### src/rtl/nvsd_consts.svh
// constants of the nonvolatile memory sequence host: addresses and timing
`ifndef NVSD_CONSTS_SVH
`define NVSD_CONSTS_SVH

// --------------------------------------------------------------------------
// sequence addresses
// --------------------------------------------------------------------------
`define NVSD_SEQ_A0         15'h0e38
`define NVSD_SEQ_A1         15'h31c7
`define NVSD_SEQ_A2         15'h03e0
`define NVSD_SEQ_A3         15'h3c1f
`define NVSD_SEQ_A4         15'h303f
`define NVSD_SEQ_SAVE       15'h0fc0
`define NVSD_SEQ_RESTORE    15'h0c63
`define NVSD_SEQ_PSAVE_OFF  15'h0b45
`define NVSD_SEQ_PSAVE_ON   15'h0b46
`define NVSD_SEQ_LAST_STEP  3'h5

// --------------------------------------------------------------------------
// timing
// --------------------------------------------------------------------------
`define NVSD_CLK_NS         10
`define NVSD_SYNC_CYC       3
`define NVSD_T_ACC_NS       35
`define NVSD_ACC_CYC        ((`NVSD_T_ACC_NS + `NVSD_CLK_NS - 1) / `NVSD_CLK_NS)
`define NVSD_STROBE_CYC     (`NVSD_ACC_CYC + `NVSD_SYNC_CYC)
`define NVSD_T_POST_NS      20
`define NVSD_POST_CYC       ((`NVSD_T_POST_NS + `NVSD_CLK_NS - 1) / `NVSD_CLK_NS)
`define NVSD_T_BUSY_WAIT_NS 500
`define NVSD_BUSY_WAIT_CYC  ((`NVSD_T_BUSY_WAIT_NS + `NVSD_CLK_NS - 1) / `NVSD_CLK_NS)
`define NVSD_T_RESTORE_US   200
`define NVSD_RESTORE_CYC    ((`NVSD_T_RESTORE_US * 1000 + `NVSD_CLK_NS - 1) / `NVSD_CLK_NS)

`endif

### src/rtl/nvsd_pkg.sv
// types of the nonvolatile memory sequence host
package nvsd_pkg;

    // ----------------------------------------------------------------------
    // user commands
    // ----------------------------------------------------------------------
    typedef enum logic [2:0] {
        OP_READ,
        OP_WRITE,
        OP_SAVE,
        OP_RESTORE,
        OP_PSAVE_OFF,
        OP_PSAVE_ON
    } nvsd_op_t;

    // ----------------------------------------------------------------------
    // controller states
    // ----------------------------------------------------------------------
    typedef enum logic [2:0] {
        S_IDLE,
        S_SETUP,
        S_STROBE,
        S_GAP,
        S_BUSY_LO,
        S_BUSY_HI,
        S_TIME
    } nvsd_state_t;

endpackage

### src/rtl/nvsd_host.sv
// host controller driving the nonvolatile static memory pins
`timescale 1ns/1ns
`include "nvsd_consts.svh"

// Overview of operation
// - save: six reads 0e38,31c7,03e0,3c1f,303f then 0fc0
// - restore: same five-read prefix, sixth read at 0c63
// - power-fail save off: prefix then sixth read at 0b45
// - power-fail save on: prefix then sixth read at 0b46
// - any other access between sequence reads aborts it; reads go back to back
// - write strobe stays high during all six sequence reads
// - sequence reads may be chip-enable or output-enable timed
// - a save must follow any power-fail save setting change
module nvsd_host #(
    parameter int unsigned RESTORE_CYC = `NVSD_RESTORE_CYC
) (
    input  wire logic              mclk,
    input  wire logic              nrst,
    input  wire logic              cmd_valid,
    output logic                   cmd_ready,
    input  wire nvsd_pkg::nvsd_op_t cmd_op,
    input  wire logic [14:0]       cmd_addr,
    input  wire logic [7:0]        cmd_wdata,
    output logic                   rsp_valid,
    output logic [7:0]             rsp_rdata,
    output logic                   mem_ce_n,
    output logic                   mem_oe_n,
    output logic                   mem_we_n,
    output logic [14:0]            mem_addr,
    output logic [7:0]             dq_out,
    output logic                   dq_oe,
    input  wire logic [7:0]        dq_in,
    input  wire logic              busy_store_n
);

    // ----------------------------------------------------------------------
    // state
    // ----------------------------------------------------------------------
    typedef struct packed {
        nvsd_pkg::nvsd_state_t st;
        nvsd_pkg::nvsd_op_t    op;
        logic [2:0]            step;
        logic [31:0]           cnt;
        logic [14:0]           addr;
        logic [7:0]            wdata;
        logic [7:0]            rdata;
        logic                  ce_n;
        logic                  oe_n;
        logic                  we_n;
        logic                  dq_oe;
        logic                  rsp_valid;
    } nvsd_host_t;

    localparam nvsd_host_t RST = '{
        st: nvsd_pkg::S_IDLE, op: nvsd_pkg::OP_READ, step: 3'h0, cnt: 32'h0,
        addr: 15'h0, wdata: 8'h0, rdata: 8'h0, ce_n: 1'b1, oe_n: 1'b1,
        we_n: 1'b1, dq_oe: 1'b0, rsp_valid: 1'b0};

    nvsd_host_t s;
    nvsd_host_t next_s;
    logic [8:0] pins_s;
    logic       busy_ok;
    logic       is_write;
    logic       is_seq;

    // ----------------------------------------------------------------------
    // pin synchroniser
    // ----------------------------------------------------------------------
    nvsd_sync u_sync (
        .mclk (mclk),
        .nrst (nrst),
        .d    ({busy_store_n, dq_in}),
        .q    (pins_s)
    );

    assign busy_ok  = pins_s[8];
    assign is_write = (s.op == nvsd_pkg::OP_WRITE);
    assign is_seq   = (s.op != nvsd_pkg::OP_READ) && !is_write;

    function automatic logic [14:0] seq_addr(input logic [2:0] step,
                                             input nvsd_pkg::nvsd_op_t op);
        logic [14:0] a;
        a = `NVSD_SEQ_A0;
        case (step)
            3'h0: a = `NVSD_SEQ_A0;
            3'h1: a = `NVSD_SEQ_A1;
            3'h2: a = `NVSD_SEQ_A2;
            3'h3: a = `NVSD_SEQ_A3;
            3'h4: a = `NVSD_SEQ_A4;
            default: begin
                case (op)
                    nvsd_pkg::OP_RESTORE:   a = `NVSD_SEQ_RESTORE;
                    nvsd_pkg::OP_PSAVE_OFF: a = `NVSD_SEQ_PSAVE_OFF;
                    nvsd_pkg::OP_PSAVE_ON:  a = `NVSD_SEQ_PSAVE_ON;
                    default:                a = `NVSD_SEQ_SAVE;
                endcase
            end
        endcase
        return a;
    endfunction

    // ----------------------------------------------------------------------
    // next state
    // ----------------------------------------------------------------------
    always_comb begin
        next_s           = s;
        next_s.rsp_valid = 1'b0;
        case (s.st)
            nvsd_pkg::S_IDLE: begin
                // no access is started while the device holds busy low
                if (cmd_valid && busy_ok) begin
                    next_s.op    = cmd_op;
                    next_s.wdata = cmd_wdata;
                    next_s.step  = 3'h0;
                    next_s.st    = nvsd_pkg::S_SETUP;
                    if (cmd_op == nvsd_pkg::OP_READ || cmd_op == nvsd_pkg::OP_WRITE) begin
                        next_s.addr = cmd_addr;
                    end else begin
                        next_s.addr = seq_addr(3'h0, cmd_op);
                    end
                end
            end
            nvsd_pkg::S_SETUP: begin
                // chip-enable timed access; sequence reads keep write high
                next_s.ce_n  = 1'b0;
                next_s.oe_n  = is_write;
                next_s.we_n  = !is_write;
                next_s.dq_oe = is_write;
                next_s.cnt   = 32'(`NVSD_STROBE_CYC - 1);
                next_s.st    = nvsd_pkg::S_STROBE;
            end
            nvsd_pkg::S_STROBE: begin
                if (s.cnt == 32'h0) begin
                    next_s.ce_n  = 1'b1;
                    next_s.oe_n  = 1'b1;
                    next_s.we_n  = 1'b1;
                    next_s.rdata = pins_s[7:0];
                    next_s.st    = nvsd_pkg::S_GAP;
                end else begin
                    next_s.cnt = s.cnt - 32'h1;
                end
            end
            nvsd_pkg::S_GAP: begin
                next_s.dq_oe = 1'b0;
                if (!is_seq) begin
                    next_s.rsp_valid = 1'b1;
                    next_s.st        = nvsd_pkg::S_IDLE;
                end else if (s.step != `NVSD_SEQ_LAST_STEP) begin
                    // next sequence read follows at once, nothing in between
                    next_s.step = s.step + 3'h1;
                    next_s.addr = seq_addr(s.step + 3'h1, s.op);
                    next_s.st   = nvsd_pkg::S_SETUP;
                end else begin
                    case (s.op)
                        nvsd_pkg::OP_SAVE: begin
                            next_s.cnt = 32'(`NVSD_BUSY_WAIT_CYC - 1);
                            next_s.st  = nvsd_pkg::S_BUSY_LO;
                        end
                        nvsd_pkg::OP_RESTORE: begin
                            next_s.cnt = RESTORE_CYC + 32'(`NVSD_POST_CYC) - 32'h1;
                            next_s.st  = nvsd_pkg::S_TIME;
                        end
                        default: begin
                            // setting change is made lasting by a save
                            next_s.op   = nvsd_pkg::OP_SAVE;
                            next_s.step = 3'h0;
                            next_s.addr = seq_addr(3'h0, nvsd_pkg::OP_SAVE);
                            next_s.st   = nvsd_pkg::S_SETUP;
                        end
                    endcase
                end
            end
            nvsd_pkg::S_BUSY_LO: begin
                if (!busy_ok || s.cnt == 32'h0) begin
                    next_s.st = nvsd_pkg::S_BUSY_HI;
                end else begin
                    next_s.cnt = s.cnt - 32'h1;
                end
            end
            nvsd_pkg::S_BUSY_HI: begin
                if (busy_ok) begin
                    next_s.cnt = 32'(`NVSD_POST_CYC - 1);
                    next_s.st  = nvsd_pkg::S_TIME;
                end
            end
            nvsd_pkg::S_TIME: begin
                if (s.cnt == 32'h0) begin
                    next_s.rsp_valid = 1'b1;
                    next_s.st        = nvsd_pkg::S_IDLE;
                end else begin
                    next_s.cnt = s.cnt - 32'h1;
                end
            end
            default: next_s = RST;
        endcase
    end

    always_ff @(posedge mclk) begin
        if (!nrst) begin
            s <= RST;
        end else begin
            s <= next_s;
        end
    end

    // ----------------------------------------------------------------------
    // outputs
    // ----------------------------------------------------------------------
    assign cmd_ready = (s.st == nvsd_pkg::S_IDLE) && busy_ok;
    assign rsp_valid = s.rsp_valid;
    assign rsp_rdata = s.rdata;
    assign mem_ce_n  = s.ce_n;
    assign mem_oe_n  = s.oe_n;
    assign mem_we_n  = s.we_n;
    assign mem_addr  = s.addr;
    assign dq_out    = s.wdata;
    assign dq_oe     = s.dq_oe;

    // ----------------------------------------------------------------------
    // assertions
    // ----------------------------------------------------------------------
    a_seq_no_write: assert property (@(posedge mclk) disable iff (!nrst)
        is_seq |-> (mem_we_n && !dq_oe)) else $error("write during sequence");

    a_seq_read_strobe: assert property (@(posedge mclk) disable iff (!nrst)
        (is_seq && !mem_ce_n) |-> !mem_oe_n) else $error("sequence read not strobed");

    a_seq_first_addr: assert property (@(posedge mclk) disable iff (!nrst)
        (is_seq && s.step == 3'h0 && !mem_ce_n) |-> mem_addr == `NVSD_SEQ_A0)
        else $error("bad first sequence address");

    a_save_last_addr: assert property (@(posedge mclk) disable iff (!nrst)
        (s.op == nvsd_pkg::OP_SAVE && s.step == 3'h5 && !mem_ce_n)
        |-> mem_addr == `NVSD_SEQ_SAVE) else $error("bad save address");

    a_restore_last_addr: assert property (@(posedge mclk) disable iff (!nrst)
        (s.op == nvsd_pkg::OP_RESTORE && s.step == 3'h5 && !mem_ce_n)
        |-> mem_addr == `NVSD_SEQ_RESTORE) else $error("bad restore address");

    a_psave_off_addr: assert property (@(posedge mclk) disable iff (!nrst)
        (s.op == nvsd_pkg::OP_PSAVE_OFF && s.step == 3'h5 && !mem_ce_n)
        |-> mem_addr == `NVSD_SEQ_PSAVE_OFF) else $error("bad disable address");

    a_psave_on_addr: assert property (@(posedge mclk) disable iff (!nrst)
        (s.op == nvsd_pkg::OP_PSAVE_ON && s.step == 3'h5 && !mem_ce_n)
        |-> mem_addr == `NVSD_SEQ_PSAVE_ON) else $error("bad enable address");

    a_seq_back_to_back: assert property (@(posedge mclk) disable iff (!nrst)
        (is_seq && s.st == nvsd_pkg::S_GAP && s.step != 3'h5)
        |=> (s.st == nvsd_pkg::S_SETUP) ##1 !mem_ce_n) else $error("sequence gap");

    a_setting_then_save: assert property (@(posedge mclk) disable iff (!nrst)
        (s.st == nvsd_pkg::S_GAP && s.step == 3'h5 &&
         (s.op == nvsd_pkg::OP_PSAVE_OFF || s.op == nvsd_pkg::OP_PSAVE_ON))
        |=> (s.op == nvsd_pkg::OP_SAVE && s.step == 3'h0 && !rsp_valid))
        else $error("no save after setting change");

    a_busy_blocks_start: assert property (@(posedge mclk) disable iff (!nrst)
        (!busy_ok && s.st == nvsd_pkg::S_IDLE) |-> !cmd_ready ##1 mem_ce_n)
        else $error("access started while busy");

    a_post_busy_wait: assert property (@(posedge mclk) disable iff (!nrst)
        (s.st == nvsd_pkg::S_BUSY_HI && busy_ok)
        |=> (!cmd_ready && mem_ce_n)[*2]) else $error("access before post delay");

endmodule // nvsd_host

### src/rtl/nvsd_sync.sv
// three-stage pin synchroniser, output changes once stages two and three agree
`timescale 1ns/1ns
module nvsd_sync (
    input  wire logic       mclk,
    input  wire logic       nrst,
    input  wire logic [8:0] d,
    output logic      [8:0] q
);

    typedef struct packed {
        logic [8:0] s1;
        logic [8:0] s2;
        logic [8:0] s3;
        logic [8:0] q;
    } nvsd_sync_t;

    nvsd_sync_t s;
    nvsd_sync_t next_s;

    always_comb begin
        next_s    = s;
        next_s.s1 = d;
        next_s.s2 = s.s1;
        next_s.s3 = s.s2;
        next_s.q  = (~(s.s2 ^ s.s3) & s.s2) | ((s.s2 ^ s.s3) & s.q);
    end

    always_ff @(posedge mclk) begin
        if (!nrst) begin
            s <= '{s1: 9'h1ff, s2: 9'h1ff, s3: 9'h1ff, q: 9'h1ff};
        end else begin
            s <= next_s;
        end
    end

    assign q = s.q;

endmodule // nvsd_sync

### config.mk
export PLATFORM = sky130hd
export DESIGN_NAME = nvsd_host
export DESIGN_NICKNAME = d
export VERILOG_FILES = /design/src/rtl/nvsd_pkg.sv /design/src/rtl/nvsd_host.sv /design/src/rtl/nvsd_sync.sv
export VERILOG_INCLUDE_DIRS = /design/src /design/src/rtl
export SDC_FILE = /design/constraint.sdc
export NUM_CORES = 1
export LEC_CHECK = 0
export ABC_AREA = 1
export CORE_MARGIN = 2
export CORE_UTILIZATION = 40
export CTS_CLUSTER_SIZE = 12
export DETAILED_ROUTE_END_ITERATION = 6
export DONT_BUFFER_PORTS = 1
export GPL_TIMING_DRIVEN = 0
export MAX_ROUTING_LAYER = met4
export PLACE_DENSITY = 0.6
export SYNTH_ARGS = -nofsm -noshare
export SYNTH_HDL_FRONTEND = slang
export SYNTH_SLANG_ARGS = --single-unit
### constraint.sdc
create_clock -name mclk -period 3.55 [get_ports mclk]
set_input_delay 0.71 -clock mclk [delete_from_list [all_inputs] [get_ports mclk]]
set_output_delay 0.71 -clock mclk [all_outputs]
set_load 0.02 [all_outputs]
* Word-level counts from Yosys, hierarchy flattened
Index checks and enable logic that the tools add are counted.
** Word-level totals
- Input bits :: 38
- Flip-flop bits (word level) :: 113
- Logic and storage cells :: 118
** Operators by class
- Bitwise operators :: 10
- Add/sub/neg operators :: 2
- Muxes and demuxes :: 35
- Reduce and logical (&&, ||, !) cells :: 26
- Equality and inequality tests :: 29
** Operator list (count)
- 32-bit case mux with 6 select lines :: 1
- 32-bit two-way mux :: 4
- 14-bit case mux with 5 select lines :: 1
- 32-bit case mux with 2 select lines :: 1
- 53-bit two-way mux :: 1
- 15-bit two-way mux :: 3
- 15-bit case mux with 3 select lines :: 1
- 11-bit case mux with 3 select lines :: 1
- 32-bit logical NOT :: 1
- 8-bit case mux with 2 select lines :: 2
- 32-bit by 1-bit subtractor with 32-bit output (second input constant) :: 1
- 3-bit two-way mux :: 8
- 23-bit two-way mux :: 1
- 3-bit case mux with 7 select lines :: 1
- 9-bit bitwise AND :: 2
- 3-bit by 2-bit equality test with 1-bit output (second input constant) :: 6
- 3-bit equality test (second input constant) :: 6
- 2-bit inequality test (second input constant) :: 9
- 6-bit case mux with 3 select lines :: 1
- 5-bit OR reduction :: 3
- 3-bit by 1-bit equality test with 1-bit output (second input constant) :: 4
- 6-bit OR reduction :: 2
- 11-bit two-way mux :: 1
- 5-bit AND reduction :: 2
- 23 further kinds :: 39

* Longest topological paths before layout
Gate-level depths: netlist (run 1).
- Word-level depth :: 6
- Mapped depth :: 12
- Depth with buffers taken out :: 12

* Cells and area by module
Synthesis (run 1) repeated with hierarchy kept, for this count alone.
** Second synthesis, totals
- Cells, all modules :: 910
- Area total of the unflattened synthesis :: 6128.4 um^2
** By module, submodules not included
- nvsd_host :: instances 1, cells an instance 751, area an instance 4833.4 um^2
- nvsd_sync :: instances 1, cells an instance 159, area an instance 1295.0 um^2

* Worst setup path before layout (run 1)
OpenSTA, ideal clock, no wires.
- Kind :: reg2out
- Start point :: register s[76] (netlist bit)
- End point :: output port cmd_ready
- Required time :: 2840 ps
- Data arrival time :: 1062 ps
- Setup slack :: 1778 ps
- Stages on the path, launching flop included :: 6
- Path through :: dfxtp_1 > buf_4 > nor2_2 > nand2_1 > buf_4 > nor2_1
** Between the ends
- Cells in the longest elaborated chain, start to end :: 2
** RTL lines
- start, declared :: line nvsd_host.sv:59 : nvsd_host_t s;
- start signal, assigned :: line nvsd_host.sv:202 : s <= next_s;
- 3-bit logical NOT :: line nvsd_host.sv:209 : assign cmd_ready = (s.st == nvsd_pkg::S_IDLE) && busy_ok;
- 1-bit logical AND :: line nvsd_host.sv:209
- end, declared :: line nvsd_host.sv:20 : output logic cmd_ready,
Every way passes these cells.

* Worst setup path after layout (run 1)
Ends and elaborated chain as after synthesis.

==> results.cfg, run 1 <==
[placed_design]
dp.cells = 1064
gp_congestion = 0.966
io_buffers = 0
dp_hpwl_um = 11300

[clock_tree]
cts_setup_buffers = 0
clkTransAtPathRegs_ns = 0.06
cts_resized = 0
cts_tree = built
ctsHtreeMaxLevel = 4
insertion_delay_ns = 0.42
cts_root_buf = clkbuf_16
hold_buffers = 0
clockBufferDepth = 2
cts.sink_count = 113
cts_buffers = 17

[setup_path]
r2r_end = s[52]
path_class = register to output port
worstRegToRegCells = 10
worstPathCellList = buf_4 -> nor2_2 -> nand2_1 -> buf_4 -> nor2_1
cp_data_arrival_time_ns = 1.60
worstPathMaxFanout = 10
endpoint_kind = output port
slowest_delay_ns = 0.34
cpMostUsedCell = buf_4
r2r_start = s[36]
cp.required_ns = 2.84
startpoint_type = register
reg2reg_slack_ns = 1.31
cpMaxStageDelayCell = nor2_1

[layout]
drive_gt1_share_pct = 13.8
syn2layout_area_growth_pct = 13.0
layout.cells.non_filler = 1096
n_antenna_cell = 0
nets = 939

[synth]
synthCells = 880
synth-seq-cells = 113
synth_area_leaders = dfxtp_1 38%, nand2_1 12%, nor2_1 8.4%
synth_cell_type_count = 40
synth_common_cells = 189 x nand2_1, 132 x nor2_1, 113 x dfxtp_1
netlist_area_um2 = 5930
synthArstFlopShare_pct = 0
yosysMostFrequentCell = nand2_1
synth_edf_count = 0
synth_flop_cell = dfxtp_1
synth-seq-area-share_pct = 38.2
syn_nets = 920
synth_top_area_share_pct = 38.2
yosys.area.top_type = dfxtp_1
yosysWarnings = 0
avgSynthCellArea_um2 = 6.74

[routing]
drc_errors = 0
routed_via_density = 5.05
vias = 5535
avgRoutedWirePerCell_um = 14.0
dr.pass1.iters = 5
routed_wl_um = 15300
drt_iter0_drc = 416
ant_nets = 0

[sta]
report.final.slew_viol_count = 0
hold_violations = 0
grt_setup_unrepaired = false
setup_tns_ns = 0
max_freq_mhz = 432
post-route-period-util_pct = 65.2
skew_ns = 0.00753
finalSetupViolations = 0
slew_headroom_pct = 56.4
period_minus_slack_ns = 2.31
worst_pin_slew_ns = 0.654

[floorplan]
rows = 44
io_pins = 75
core-area_um2 = 14500
die_w_um = 126
start_util_pct = 40.8
dieArea_um2 = 15800
die_height_um = 126

[min_path]
hold_path_class = input pin to register
min_delay_path_depth = 1
hp-start = dq_in[5]
min_to = u_sync.next_s[23]

[global_route]
groute.usage.overall_pct = 20.1
grt_pass1_vias = 4974
grt.overflow.total = 0
grt_pass1_wl_um = 24900
antenna_found_initial = 0
grt_max_degree = 17

[flow_run]
drv_cap = 0

[run_status]
status = completed
==> stage by stage <==
stage          setup WS [ns]  area [um2]  hold WS [ns]  utilization, %
2_1_floorplan           1.78        5930         0.393               -
3_3_place_gp            1.35        6160         0.398            42.4
3_5_place_dp            1.33        6160         0.398            42.4
4_1_cts                 1.21        6700         0.386            46.1
5_1_grt                 1.10        6700         0.382            46.1
6_report                1.24        6700         0.395            46.1
==> kinds of logic after synthesis <==
logic type                 count (synthesis)  share of synthesized area (%)
and+or+nand+nor                          485                           36.1
buffers and inverters                    147                           12.0
AOI/OAI and AO/OA                        120                           11.2
DFF                                      113                           38.2
adders and majority gates                 10                           1.77
xor gates and xnor gates                   5                          0.739
==> how the worst max path moves through the flow <==
| stage | start | end | slack [ns] | cells past startpoint |
|---|---|---|---|---|
| CTS | s[76] | cmd_ready | 1.21 | 5 |
| global route | s[36] | s[41] | 1.10 | 10 |
| detailed placement | nrst | s[57] | 1.33 | 5 |
| floorplan | s[76] | cmd_ready | 1.78 | 5 |
| global placement | nrst | s[66] | 1.35 | 5 |
| finish | s[76] | cmd_ready | 1.24 | 5 |
==> layout by cell type (no fill, tap or decap), types with 6 or more instances in the layout <==
master,netlist,final
a21oi_1,65,65
buf_2,13,13
buf_4,34,34
clkbuf_1,18,20
clkbuf_16,0,17
dfxtp_1,113,113
inv_1,75,75
maj3_1,8,8
nand2_1,189,189
nand3_1,98,98
nand4_1,6,6
nor2_1,132,132
nor3_1,19,19
o21ai_0,38,38
or2_2,21,21
==> layer usage <==
layer / vias up / GRT usage (%) / share of wire, %
met3: 23 / 5.27 / 7.0
met2: 174 / 29.8 / 43
met4: 0 / 5.75 / 1.4
met5: - / - / 0
met1: 2487 / 27.3 / 48
li1: 2851 / - / -
==> sequential cells by signal (all words and copies together) (netlist names), named ones only <==
| register | count |
|---|---|
| dq_out | 8 |
| u_sync.next_s | 18 |
| s | 41 |
| mem_we_n | 1 |
| mem_oe_n | 1 |
| mem_ce_n | 1 |
| mem_addr | 15 |
| u_sync.s | 9 |
| dq_oe | 1 |
| rsp_rdata | 8 |
| rsp_valid | 1 |
==> area by class of cell <==
cell class                      instances  area [um2]
Fill cell                            1583        7840
Clock buffer                           19         433
Clock inverter                         13         106
Multi-Input combinational cell        620        2960
Sequential cell                       113        2260
Buffer                                 67         410
Tap cell                              184         230
Inverter                               80         300
==> critical path: cells and delay by family, from the launching register on <==
kind	cells	cell delay, ns
buffers and inverters	2	0.35
flip-flops	1	0.29
AND/OR/NAND/NOR	3	0.53
Power of run 1 is not shown: default switching activity piles up to over one toggle a cycle in this logic, so the estimate is an artifact.
==> run 2: changes to the inputs <==
Settings changed: ABC_AREA 1 to 0, PLACE_DENSITY 0.6 to 0.62.
Clock period 3.55 ns to 2.1 ns, I/O delays scaled along.
==> results.cfg, run 2 <==
[run_status]
status = finished, violations left
violations = negative setup slack

[clock_tree]
cts.sink_count = 113
hold_buffers = 0
insertion_delay_ns = 0.42
clkTransAtPathRegs_ns = 0.06
cts_buffers = 17
cts_tree = built
ctsHtreeMaxLevel = 4
cts_root_buf = clkbuf_16
clockBufferDepth = 2

[floorplan]
die_height_um = 118
die_w_um = 118
start_util_pct = 41.1
io_pins = 75
dieArea_um2 = 14000
rows = 41
core-area_um2 = 12700

[setup_path]
worst-path-stages = 6
cp_top_family = simple AND/OR/NAND/NOR gates
critPathBufInv = 0
endpoint_kind = register
cp_data_arrival_time_ns = 3.10
cp.required_ns = 2.45
startpoint_type = register
worstRegToRegCells = 6
path_class = register to register
cpMaxStageDelayCell = or4_4
cpMostUsedCell = or4_4
worstPathCellList = or4_4 -> or4_4 -> or3_4 -> or4_4 -> or4_4 -> a21oi_2
slowest_delay_ns = 0.53
worstPathMaxFanout = 5

[global_route]
grt_max_degree = 17
grt_pass1_wl_um = 23800
grt_pass1_vias = 4709
groute.usage.overall_pct = 21.9
grt.overflow.total = 0
antenna_found_initial = 0

[synth]
synth_area_leaders = dfxtp_1 43%, a21oi_1 6.4%, buf_4 4.9%
avgSynthCellArea_um2 = 8.33
synthArstFlopShare_pct = 0
netlist_area_um2 = 5210
synth_flop_cell = dfxtp_1
yosysMostFrequentCell = dfxtp_1
synth_cell_type_count = 58
synth_edf_count = 0
synth_common_cells = 113 x dfxtp_1, 67 x a21oi_1, 59 x nor2_1
synth_top_area_share_pct = 43.4
syn_nets = 666
synth-seq-area-share_pct = 43.4
synthCells = 626
synth-seq-cells = 113
yosys.area.top_type = dfxtp_1
yosysWarnings = 0

[min_path]
min_delay_path_depth = 1
hold_path_class = input pin to register

[layout]
regArea_um2 = 2280
top_register = s
largest_reg_flops = 41
multi_input_area_um2 = 2840
layout_common_cells = 103 x dfxtp_1, 64 x buf_4, 62 x a21oi_1, 59 x nor2_1, 39 x nand2_1
syn2layout_area_growth_pct = 30.8
layout_commonest_cell = dfxtp_1
fillers = 1176
nets = 726
n_antenna_cell = 0
layout.cells.non_filler = 871
drive_gt1_share_pct = 28.2

[placed_design]
dp.cells = 798
io_buffers = 0
dp_hpwl_um = 9330
gp_congestion = 0.884

[sta]
holdWs_ns = 0.0982
grt_setup_unrepaired = true
skew_ns = 0.00849
post-route-period-util_pct = 131
report.final.slew_viol_count = 0
setup_ws_ns = -0.652
finalSetupViolations = 47
period_minus_slack_ns = 2.75
worst_pin_slew_ns = 1.21
slew_headroom_pct = 18.8
max_freq_mhz = 363
hold_violations = 0

[power]
cellPowerDensity_nw_per_um2 = 1990
power.leakage_nw = 2.58
vdd_drop_max_v = 0.000883

[routing]
vias = 4979
drc_errors = 0
drt_iter0_drc = 432
routed_wl_um = 15000
avgRoutedWirePerCell_um = 17.2
ant_nets = 0
routed_via_density = 5.72
dr.pass1.iters = 5

[flow_run]
drv_cap = 0
run 2: layout make-up:
cell class                      instances  area share, %
Sequential cell                       113           33.4
Clock buffer                           19           6.64
Timing Repair Buffer                   44           6.09
Tap cell                              172           3.15
Buffer                                 63           6.25
Multi-Input combinational cell        438           41.7
Clock inverter                         13           2.26
Inverter                                9          0.514
run 2: what timing repair did:
item                                    4_1_cts  5_1_grt
pin swaps                                    23       23
resized for setup                            49       54
setup buffers                                22       18
endpoints found under the setup margin       73       65
gates cloned                                  6        0
run 2: final timing paths:
path | start | to | slack (ns)
setup reg to reg | s[47] | s[64] | -0.65
hold / removal | dq_in[4] | u_sync.next_s[22] | 0.1
setup / recovery | s[47] | s[64] | -0.65
hold reg to reg | u_sync.next_s[25] | u_sync.next_s[16] | 0.40
run 2: where the power goes:
part           leakage [nW]  internal [W]  total (W)  switching, W
clock network         0.291       0.00183    0.00292       0.00109
logic                  1.36       0.00379    0.00760       0.00381
registers             0.929       0.00257    0.00304      0.000469
run 2: metrics by stage:
| step | power [W] | setup WS, ns | TNS, ns | util, % | cell area, um2 |
|---|---|---|---|---|---|
| floorplan | 0.00672 | -0.641 | -21.23 | - | 5300 |
| global placement | 0.00771 | -1.11 | -47.30 | 43.5 | 5520 |
| detailed placement | 0.00781 | -1.15 | -49.28 | 43.5 | 5520 |
| CTS | 0.0123 | -0.627 | -21.72 | 51.5 | 6530 |
| global route | 0.0143 | -0.703 | -27.49 | 53.8 | 6820 |
| finish | 0.0136 | -0.652 | -24.31 | 53.8 | 6820 |
run 2: worst reg2reg max path, stage by stage (launching register included):
cell	delay, ns
dfxtp_2	0.32
or4_4	0.53
or4_4	0.45
or3_4	0.36
or4_4	0.46
or4_4	0.43
a21oi_2	0.12
run 2: logic make-up (layout without fill, tap and decap cells):
kind of cell	count (synthesis)	after routing	share of synthesized area, %
flops	113	113	43.4
buf+inv	77	148	7.99
mux	2	2	0.408
xor+xnor	5	5	0.840
compound gates	185	186	21.9
simple gates	242	243	25.0
fa+ha+maj	2	2	0.480
run 2: per-layer routing:
metal	vias to the layer above	routed length [um]	global-route usage, %
met5	-	0	-
met3	25	966	6.13
met1	2407	6560	26.8
li1	2380	-	-
met4	0	291	7.83
met2	167	7190	34.5
(Power assumes the default switching activity.)
==> run 3: changes to the inputs <==
Settings changed: CORE_MARGIN 2 to unset, CORE_UTILIZATION 40 to 45, PLACE_DENSITY 0.62 to 0.68.
==> results.cfg, run 3 (synthesized netlist as in run 2, its figures left out) <==
[layout]
syn2layout_area_growth_pct = 29.6
layout_commonest_cell = dfxtp_1
final_area_um2 = 6760
top_register = s
regArea_um2 = 2280
layout_common_cells = 100 x dfxtp_1, 66 x buf_4, 60 x a21oi_1, 59 x nor2_1, 40 x nand2_1
n_antenna_cell = 0
fillers = 943
layout.cells.non_filler = 838
drive_gt1_share_pct = 27.5
utilization_pct = 61.0
largest_reg_flops = 41
nets = 725
multi_input_area_um2 = 2800

[sta]
period_minus_slack_ns = 2.77
post-route-period-util_pct = 132
slew_headroom_pct = 20.4
grt_setup_unrepaired = true
finalSetupViolations = 47
setup_ws_ns = -0.665
skew_ns = 0.00650
setup_tns_ns = -21.76
report.final.slew_viol_count = 0
worst_pin_slew_ns = 1.18
hold_violations = 0
max_freq_mhz = 362

[placed_design]
post-place-ws_ns = -1.11
postPlaceCellArea_um2 = 5480
io_buffers = 0
dp_hpwl_um = 9060
gp_congestion = 0.904
dp.cells = 766

[clock_tree]
clkTransAtPathRegs_ns = 0.06
ctsHtreeMaxLevel = 4
cts_buffers = 17
insertion_delay_ns = 0.42
cts.sink_count = 113
cts_tree = built
clockBufferDepth = 2
cts_root_buf = clkbuf_16

[global_route]
grt_pass1_vias = 4641
grt_max_degree = 17
grt_pass1_wl_um = 23300
groute.usage.overall_pct = 26.2
grt.overflow.total = 0
antenna_found_initial = 0

[floorplan]
start_util_pct = 47.1
die_height_um = 110
rows = 38
core-area_um2 = 11100
dieArea_um2 = 12000
die_w_um = 110
io_pins = 75

[routing]
dr.pass1.iters = 5
vias = 4945
ant_nets = 0
avgRoutedWirePerCell_um = 17.7
routed_wl_um = 14900
routed_via_density = 5.90
drc_errors = 0
drt_iter0_drc = 468

[min_path]
hold_path_class = input pin to register
hp-start = dq_in[7]
min_delay_path_depth = 1
min_to = u_sync.next_s[25]

[setup_path]
worstRegToRegCells = 6
endpoint_kind = register
cp_data_arrival_time_ns = 3.11
reg2reg_slack_ns = -0.67
r2r_end = s[64]
worstPathMaxFanout = 4
r2r_start = s[47]
cp.required_ns = 2.45
startpoint_type = register
path_class = register to register

[run_status]
status = finished, violations left
violations = negative setup slack

[power]
power.leakage_nw = 2.59
cellPowerDensity_nw_per_um2 = 2020
vdd_drop_max_v = 0.00136

[flow_run]
drv_cap = 0
-- run 3: changes by cell type in the layout (fill, tap and decap cells not counted), sizes merged --
cell,before,now
inv,10,14
clkinvlp,2,1
o22a,3,2
clkinv,8,7
bufbuf,0,2
buf,84,81
clkbuf,42,41
-- run 3: critical path, stage by stage (launching register included) --
cell,delay [ns]
dfxtp_2,0.32
or4_4,0.53
or4_4,0.45
or3_4,0.34
or4_4,0.46
or4_4,0.44
a21oi_2,0.14
-- run 3: what timing repair did --
| action | CTS | global route |
|---|---|---|
| endpoints found under the setup margin | 65 | 65 |
| setup buffers | 33 | 8 |
| endpoints found under the hold margin | 0 | 0 |
| gates cloned | 4 | 0 |
| hold buffers | 0 | 0 |
| pin swaps | 23 | 13 |
| gates resized for setup | 56 | 34 |
-- run 3: worst max path at each step --
stage                     startpoint      endpoint  depth (start not counted)
final                          s[47]         s[64]                          6
after global routing           s[47]         s[64]                          6
after CTS                      s[47]         s[64]                          6
after global placement         s[36]  rsp_rdata[6]                          9
after floorplan                s[45]         s[64]                          6
after detailed placement       s[36]  rsp_rdata[3]                          9
-- run 3: final cells by class --
class	count	share of cell area (%)
plain buffers	63	6.41
clock buffers	17	6.29
clock inverters	15	2.57
inverters	9	0.518
multi-input cells	437	41.4
flip-flops and latches	113	33.8
well taps	140	2.59
repair buffers	44	6.44
-- run 3: through the flow --
stage | hold slack (ns) | power [W]
floorplan | 0.386 | 0.00672
global placement | 0.389 | 0.00767
detailed placement | 0.392 | 0.00777
CTS | 0.0961 | 0.0129
global route | 0.0785 | 0.0143
finish | 0.0981 | 0.0137
-- run 3: per-layer routing --
layer / GRT usage [%] / up-vias / wire length (um) / part of all wire [%]
met5: - / - / 0 / 0
met3: 6.64 / 31 / 1080 / 7.2
li1: - / 2370 / - / -
met2: 41.6 / 220 / 7210 / 48
met1: 31.9 / 2324 / 6280 / 42
met4: 10.2 / 0 / 306 / 2.1
-- run 3: where the power goes --
part / switching [W] / internal, W / leakage [nW]
logic: 0.00374 / 0.00397 / 1.36
clock network: 0.00115 / 0.00178 / 0.293
registers: 0.000465 / 0.00258 / 0.931
total: 0.00535 / 0.00833 / 2.59
